===== src/logic/swx_pkg.sv =====
// Package of constants for the single-wire output expander link
// ==========================================================================
// What this block does
// - Master keeps bit time constant per burst
// - Bit time 1 us to 10 ms accepted
// - Falling edge on idle line starts burst
// - Time high sync slot from its rising edge to the next falling edge
// - Sample five data slots mid-bit, MSB first
// - Load all outputs together after last bit
// - Master returns line high after last slot
// - Master times slots from its own clock
// - Five driven outputs set by serial line
package swx_pkg;
  // ========================================================================
  // Timing
  localparam int CLK_HZ       = 25000000;
  localparam int BIT_MIN_NS   = 1000;      // Shortest bit time
  localparam int BIT_MAX_US   = 10000;     // Longest bit time
  localparam int BIT_MIN_CYC  = (BIT_MIN_NS * (CLK_HZ / 1000000)
                                 + 999) / 1000;
  localparam int BIT_MAX_CYC  = BIT_MAX_US * (CLK_HZ / 1000000);
  localparam int CNT_W        = 20;        // Holds two longest bit times
  localparam int DATA_W       = 5;
  localparam int SYNC_SLOTS   = 2;
endpackage


===== src/logic/swx_link_if.sv =====
// Interface carrying the single serial data wire between the two ends
`timescale 1ns/1ps
interface swx_link_if;
  logic serial_data;  // Idle high, driven push-pull by the master
  modport master (output serial_data);
  modport receiver (input serial_data);
endinterface


===== src/logic/swx_receiver.sv =====
// Receiver end: decodes bursts and drives five parallel outputs
`timescale 1ns/1ps
module swx_receiver #(
  parameter int CNT_W = swx_pkg::CNT_W
) (
  // Clock and reset
  input  wire logic                       i_core_clk,
  input  wire logic                       i_rst_b,
  // Serial link
  swx_link_if.receiver                    link,
  // Parallel outputs
  output logic [swx_pkg::DATA_W-1:0]      o_parallel_out,
  output logic                            o_burst_done
);
  // ========================================================================
  // How a burst is decoded
  //
  // The line idles high. A burst is a low start slot, a high first sync
  // slot, a low second sync slot and five data slots, first bit first,
  // every slot one bit time long.
  //
  // The second sync slot is low, so the rising edge that would close it
  // only exists when the first data bit is a one. The falling edge that
  // splits the two sync slots is always there, so the high slot is timed
  // from its rising edge up to that fall. That count is one bit time,
  // which is half of the two-slot sync interval.
  //
  // The timer is restarted at the sync fall. The first sample waits one
  // and a half bit times, which lands it mid first data slot; each later
  // sample follows one bit time after the one before. Because the timer
  // restarts at every sample point, rounding of the half bit is paid
  // once and does not pile up across the five slots.
  //
  // The outputs move together on the edge that takes the last sample and
  // hold their value until the next complete burst. A burst cut short by
  // a sync slot longer than the timer can hold is dropped without
  // touching the outputs.

  // ========================================================================
  // Sequencer states, one-hot
  typedef enum logic [4:0] {
    SWX_IDLE  = 5'h01,  // Line idle, waiting for a start edge
    SWX_START = 5'h02,  // Inside the low start slot
    SWX_SYNC  = 5'h04,  // Timing the high first sync slot
    SWX_DATA  = 5'h08,  // Sampling the five data slots
    SWX_END   = 5'h10   // Waiting for the line to return high
  } swx_rx_state_t;

  swx_rx_state_t              state;
  swx_rx_state_t              next_state;
  logic                       line_q;
  logic [CNT_W-1:0]           timer;
  logic [CNT_W-1:0]           bit_cyc;
  logic [CNT_W-1:0]           thr;
  logic [2:0]                 bit_idx;
  logic [swx_pkg::DATA_W-1:0] shreg;
  logic                       rise;
  logic                       fall;
  logic                       sync_end;
  logic                       sync_ovf;
  logic                       sample_now;
  logic                       last_bit;

  // ========================================================================
  // Edge detection on the line
  assign rise = link.serial_data & ~line_q;
  assign fall = ~link.serial_data & line_q;

  // Previous line level; resets to the idle level so no false edge
  always_ff @(posedge i_core_clk or negedge i_rst_b) begin
    if (!i_rst_b) begin
      line_q <= 1'b1;
    end else begin
      line_q <= link.serial_data;
    end
  end

  // ========================================================================
  // Control decodes
  // End of the high sync slot: its length is one bit time
  assign sync_end   = (state == SWX_SYNC) && fall;
  // Sync slot too long for the timer: give the burst up
  assign sync_ovf   = (state == SWX_SYNC) && (timer == '1);
  // One and a half bit times to the first sample, then one bit time
  assign thr        = (bit_idx == 3'h0) ?
                      bit_cyc + (bit_cyc >> 1) : bit_cyc;
  assign sample_now = (state == SWX_DATA) && (timer >= thr);
  assign last_bit   = (bit_idx == 3'(swx_pkg::DATA_W - 1));

  // ========================================================================
  // Burst sequencer, next state
  always_comb begin
    next_state = state;
    unique case (state)
      SWX_IDLE: begin
        if (fall) begin
          next_state = SWX_START;
        end
      end
      SWX_START: begin
        if (rise) begin
          next_state = SWX_SYNC;
        end
      end
      SWX_SYNC: begin
        if (sync_end) begin
          next_state = SWX_DATA;
        end else if (sync_ovf) begin
          next_state = SWX_IDLE;  // Interval out of range
        end
      end
      SWX_DATA: begin
        if (sample_now && last_bit) begin
          next_state = SWX_END;
        end
      end
      SWX_END: begin
        // Wait for line high before a new start can be seen
        if (link.serial_data) begin
          next_state = SWX_IDLE;
        end
      end
    endcase
  end

  // State register
  always_ff @(posedge i_core_clk or negedge i_rst_b) begin
    if (!i_rst_b) begin
      state <= SWX_IDLE;
    end else begin
      state <= next_state;
    end
  end

  // ========================================================================
  // Slot timer: restarts at the sync rise, the sync fall and each sample
  always_ff @(posedge i_core_clk or negedge i_rst_b) begin
    if (!i_rst_b) begin
      timer <= '0;
    end else if ((state == SWX_START && rise) || sync_end || sample_now) begin
      timer <= CNT_W'(1);
    end else if (state == SWX_SYNC || state == SWX_DATA) begin
      timer <= timer + CNT_W'(1);
    end
  end

  // Measured bit time in clock cycles, kept for the whole burst
  always_ff @(posedge i_core_clk or negedge i_rst_b) begin
    if (!i_rst_b) begin
      bit_cyc <= '0;
    end else if (sync_end) begin
      bit_cyc <= timer;
    end
  end

  // Index of the data slot being sampled
  always_ff @(posedge i_core_clk or negedge i_rst_b) begin
    if (!i_rst_b) begin
      bit_idx <= 3'h0;
    end else if (sync_end) begin
      bit_idx <= 3'h0;
    end else if (sample_now) begin
      bit_idx <= bit_idx + 3'h1;
    end
  end

  // Sample shift register, first bit enters at the bottom and moves up
  always_ff @(posedge i_core_clk or negedge i_rst_b) begin
    if (!i_rst_b) begin
      shreg <= '0;
    end else if (sample_now) begin
      shreg <= {shreg[swx_pkg::DATA_W-2:0], link.serial_data};
    end
  end

  // ========================================================================
  // Output register, loaded once per complete burst
  always_ff @(posedge i_core_clk or negedge i_rst_b) begin
    if (!i_rst_b) begin
      o_parallel_out <= '0;
      o_burst_done   <= 1'b0;
    end else begin
      o_burst_done <= 1'b0;
      if (sample_now && last_bit) begin
        // First bit lands in the top output
        o_parallel_out <= {shreg[swx_pkg::DATA_W-2:0],
                           link.serial_data};
        o_burst_done   <= 1'b1;
      end
    end
  end
endmodule


===== src/flat_wrapper.sv =====
// flat-port wrapper written by rule: the top's interface ports become plain ports
module swx_receiver_flat 
#(
  parameter int CNT_W = swx_pkg::CNT_W
)
  (i_core_clk, i_rst_b, o_parallel_out, o_burst_done, link_serial_data);
  swx_link_if link_i ();
  input  wire logic i_core_clk;
  input  wire logic i_rst_b;
  output logic [swx_pkg::DATA_W-1:0] o_parallel_out;
  output logic o_burst_done;
  input wire logic [$bits(link_i.serial_data)-1:0] link_serial_data;
  assign link_i.serial_data = link_serial_data;
  swx_receiver #(.CNT_W(CNT_W)) u_core (.i_core_clk(i_core_clk), .i_rst_b(i_rst_b), .link(link_i), .o_parallel_out(o_parallel_out), .o_burst_done(o_burst_done));
endmodule

===== config.mk =====
export PLATFORM = sky130hd
export DESIGN_NAME = swx_receiver_flat
export DESIGN_NICKNAME = d
export VERILOG_FILES = /design/src/logic/swx_pkg.sv /design/src/logic/swx_link_if.sv /design/src/logic/swx_receiver.sv /design/src/flat_wrapper.sv
export SDC_FILE = /design/constraint.sdc
export NUM_CORES = 1
export LEC_CHECK = 0
export BUFFER_PORTS_ARGS = -buffer_cell sky130_fd_sc_hd__buf_2
export CAP_MARGIN = 10
export CELL_PAD_IN_SITES_DETAIL_PLACEMENT = 2
export CELL_PAD_IN_SITES_GLOBAL_PLACEMENT = 2
export CORE_MARGIN = 5
export CORE_UTILIZATION = 30
export DETAILED_ROUTE_END_ITERATION = 6
export PLACE_DENSITY_LB_ADDON = 0.1
export SYNTH_ARGS = -nofsm -noshare
export SYNTH_HDL_FRONTEND = slang
export SYNTH_SLANG_ARGS = --single-unit

===== constraint.sdc =====
create_clock -name i_core_clk -period 6.3 [get_ports i_core_clk]
set_clock_uncertainty 0.05 [all_clocks]
set_input_delay 1.26 -clock i_core_clk [delete_from_list [all_inputs] [get_ports i_core_clk]]
set_output_delay 1.26 -clock i_core_clk [all_outputs]
set_load 0.05 [all_outputs]

==> metrics.md <==
| Metric | Value |
|---|---|
| Status | `completed` |
| Bufs and invs on worst path | `1` |
| Unrepaired setup endpoints after global routing | `no` |
| Post-CTS Repair Setup Buffers | `0` |
| Primary FF master, synth | `dfrtp_1` |
| Fin crit period | `5.026 ns` |
| Initial Util | `30.70%` |
| Ys Warns | `0` |
| Placer Congestion | `0.7734` |
| Final #Nets | `515` |
| Most common cell after layout, fill and taps aside | `dfrtp_1` |
| First-pass GRT wire length | `21,020 um` |
| CP Data Required Time | `6.46 ns` |
| Residual DRC | `0` |
| CP top delay family | `compound AO/OA/AOI/OAI gates` |
| Clk Latency, worst-skew pair | `0.33 ns` |
| Tot GR Track Use | `16.04%` |
| Die H | `129.2 um` |
| #FFs+latches synth | `59` |
| Leak | `2.206 nW` |
| CTS Root Cell | `clkbuf_16` |
| CTS tree | `built` |
| Synth-to-Final Area Change | `13.07%` |
| I/O pin count | `9` |
| Avg Cell Area, Syn | `9.305 um2` |
| CP max FO | `15` |
| Setup ws final | `1.274 ns` |
| Biggest cell delay along the critical path | `0.64 ns` |
| Share of cells above drive strength 1 | `12.87%` |
| Min-Delay Path Class | `reg -> reg` |
| I/O Buffers | `8` |
| Cts repair resizes | `0` |
| Post-Route WL | `12,450 um` |
| Period Utilization, post-route | `79.78%` |
| CORE AREA | `13,880 um2` |
| Clk slew on worst S/H paths | `0.05 ns` |
| Cell Area, Synth | `4262 um2` |
| Critical path capture point type | `register` |
| CTS Hold Bufs | `0` |
| Initial antenna violation count | `0` |
| Crit Path Category | `reg -> reg` |
| Vias | `3,525` |
| Seq/Total Area, Yosys | `34.70%` |
| Drt wl/cell | `19.04 um` |
| Syn Nets | `504` |
| IR drop worst, VDD | `160.3 uV` |
| CTS sink count | `59` |
| Synth cell types | `55` |
| Dpl ws | `1.336 ns` |
| Post-route core utilization | `34.71%` |
| Die X | `129.2 um` |
| Iteration count of the initial detailed-routing pass | `4` |
| EDFF count, synth | `0` |
| Setup crit start kind | `register` |
| ANT nets after route | `0` |
| Vias/cell | `5.390` |
| Largest net degree at the start of global routing | `60` |
| # diodes | `0` |
| Max Transition Viols Final | `0` |
| Slew HR | `46.96%` |
| Syn Inst Count | `458` |
| Maximum root-to-sink buffer count | `2` |
| CP max stage cell | `a2111oi_0` |
| Final Hold Viols | `0` |
| GRT overflow | `0` |
| Commonest cells after routing, fill and taps aside | `dfrtp_1, ha_1, a21oi_1` |
| Setup TNS | `0 ns` |
| Arrival time at the worst endpoint | `5.18 ns` |
| Detailed router's first-iteration violation count | `159` |
| DP HPWL | `9409 um` |
| Crit path cell chain | `ha_1 -> a21o_1 -> nor3b_1 -> a21oi_1 -> o211ai_1 -> o21ai_0 -> a211oi_1 -> ha_1 -> a21oi_1 -> o21ai_0 -> a2111oi_0 -> o211a_1 -> o21ai_1 -> buf_4 -> or3_1` |
| CTS Buf Count | `9` |
| Max_cap viols | `0` |
| Die footprint | `16,690 um2` |
| CTS H-tree lvls | `3` |
| Vias in the first global route | `3,973` |
| Row cnt | `43` |
| Measured slew at the worst slew-check pin | `0.7956 ns` |
| Asr flop ratio synth | `100.0%` |
| FMAX | `199.0 MHz` |
| Setup-failing EPs final | `0` |
| Power density cells | `273.6 nW/um2` |
[logic make-up (layout without fill, tap and decap cells)]
family	Yosys count	count (layout)	synth area share (%)
AOI/OAI and AO/OA	113	113	17.00
xor gates and xnor gates	29	29	5.960
adders and majority gates	43	43	12.80
buffers and inverters	30	46	2.848
DFF	59	59	34.70
muxes	33	33	8.926
and+or+nand+nor	151	151	17.76
[area by class of cell]
cell class	instances	area, um2
clock buffers	12	246.5
well taps	180	225.2
clock inverters	4	50.05
fillers	1573	9062
repair buffers	14	85.08
multi-input cells	369	2668
flip-flops and latches	59	1479
inverters	16	65.06
[Yosys cell counts, types with 9 or more instances]
cell / n / share of area (%)
ha_1: 42 / 12
a21oi_1: 35 / 4.1
mux2_2: 20 / 5.3
dfrtp_1: 57 / 33
nand4_1: 9 / 1.3
inv_1: 15 / 1.3
o21ai_0: 24 / 2.8
nor3_1: 31 / 3.6
nor2_1: 31 / 2.7
nand3_1: 15 / 1.8
xnor2_1: 20 / 4.1
clkbuf_1: 10 / 0.88
nand2_1: 32 / 2.8
xor2_1: 9 / 1.8
[stage by stage]
stage	total power, mW	cell area (um2)	hold slack [ns]	instances
floorplan	0.7146	4262	0.4257	458
global placement	0.8317	4522	0.4391	638
detailed placement	0.8457	4522	0.4427	638
CTS	1.349	4818	0.4632	654
global route	1.407	4818	0.4723	654
finish	1.319	4818	0.4579	654
[worst paths after layout]
check                                                     start                              endpoint  slack [ns]  cells past startpoint
setup / recovery                  u_core.bit_cyc[4]$_DFFE_PN0P_           u_core.timer[0]$_DFFE_PN0P_        1.27                     15
hold / removal             u_core.o_parallel_out[3]$_DFFE_PN0P_  u_core.o_parallel_out[3]$_DFFE_PN0P_        0.46                      1
setup reg to reg                  u_core.bit_cyc[4]$_DFFE_PN0P_           u_core.timer[0]$_DFFE_PN0P_        1.27                     15
hold reg to reg            u_core.o_parallel_out[3]$_DFFE_PN0P_  u_core.o_parallel_out[3]$_DFFE_PN0P_        0.46                      1
max in group asynchronous                               i_rst_b        u_core.bit_cyc[18]$_DFFE_PN0P_        4.62                      2
min in group asynchronous                               i_rst_b           u_core.timer[3]$_DFFE_PN0P_        1.04                      2
[routing by layer]
metal	vias up	GRT usage, %	part of all wire (%)
met5	-	0	0
met3	14	1.896	1.1
met4	0	5.621	1.5
met1	1770	21.67	50
li1	1720	-	-
met2	21	26.59	48
[where the power goes]
group	total, mW	switching (mW)	internal [mW]	leakage, nW
Combinational	0.359	0.225	0.133	1.27
Sequential	0.474	0.0538	0.420	0.796
Clock	0.486	0.170	0.316	0.139
Total	1.32	0.449	0.870	2.21
[flip-flops by register name, indices dropped and copies added (netlist names)]
signal and cells:
u_core.state 5, u_core.o_parallel_out 5, u_core.line_q 1, u_core.timer 20, u_core.bit_idx 3, u_core.o_burst_done 1
u_core.bit_cyc 20, u_core.shreg 4
Power figures use the tool's default switching activity.
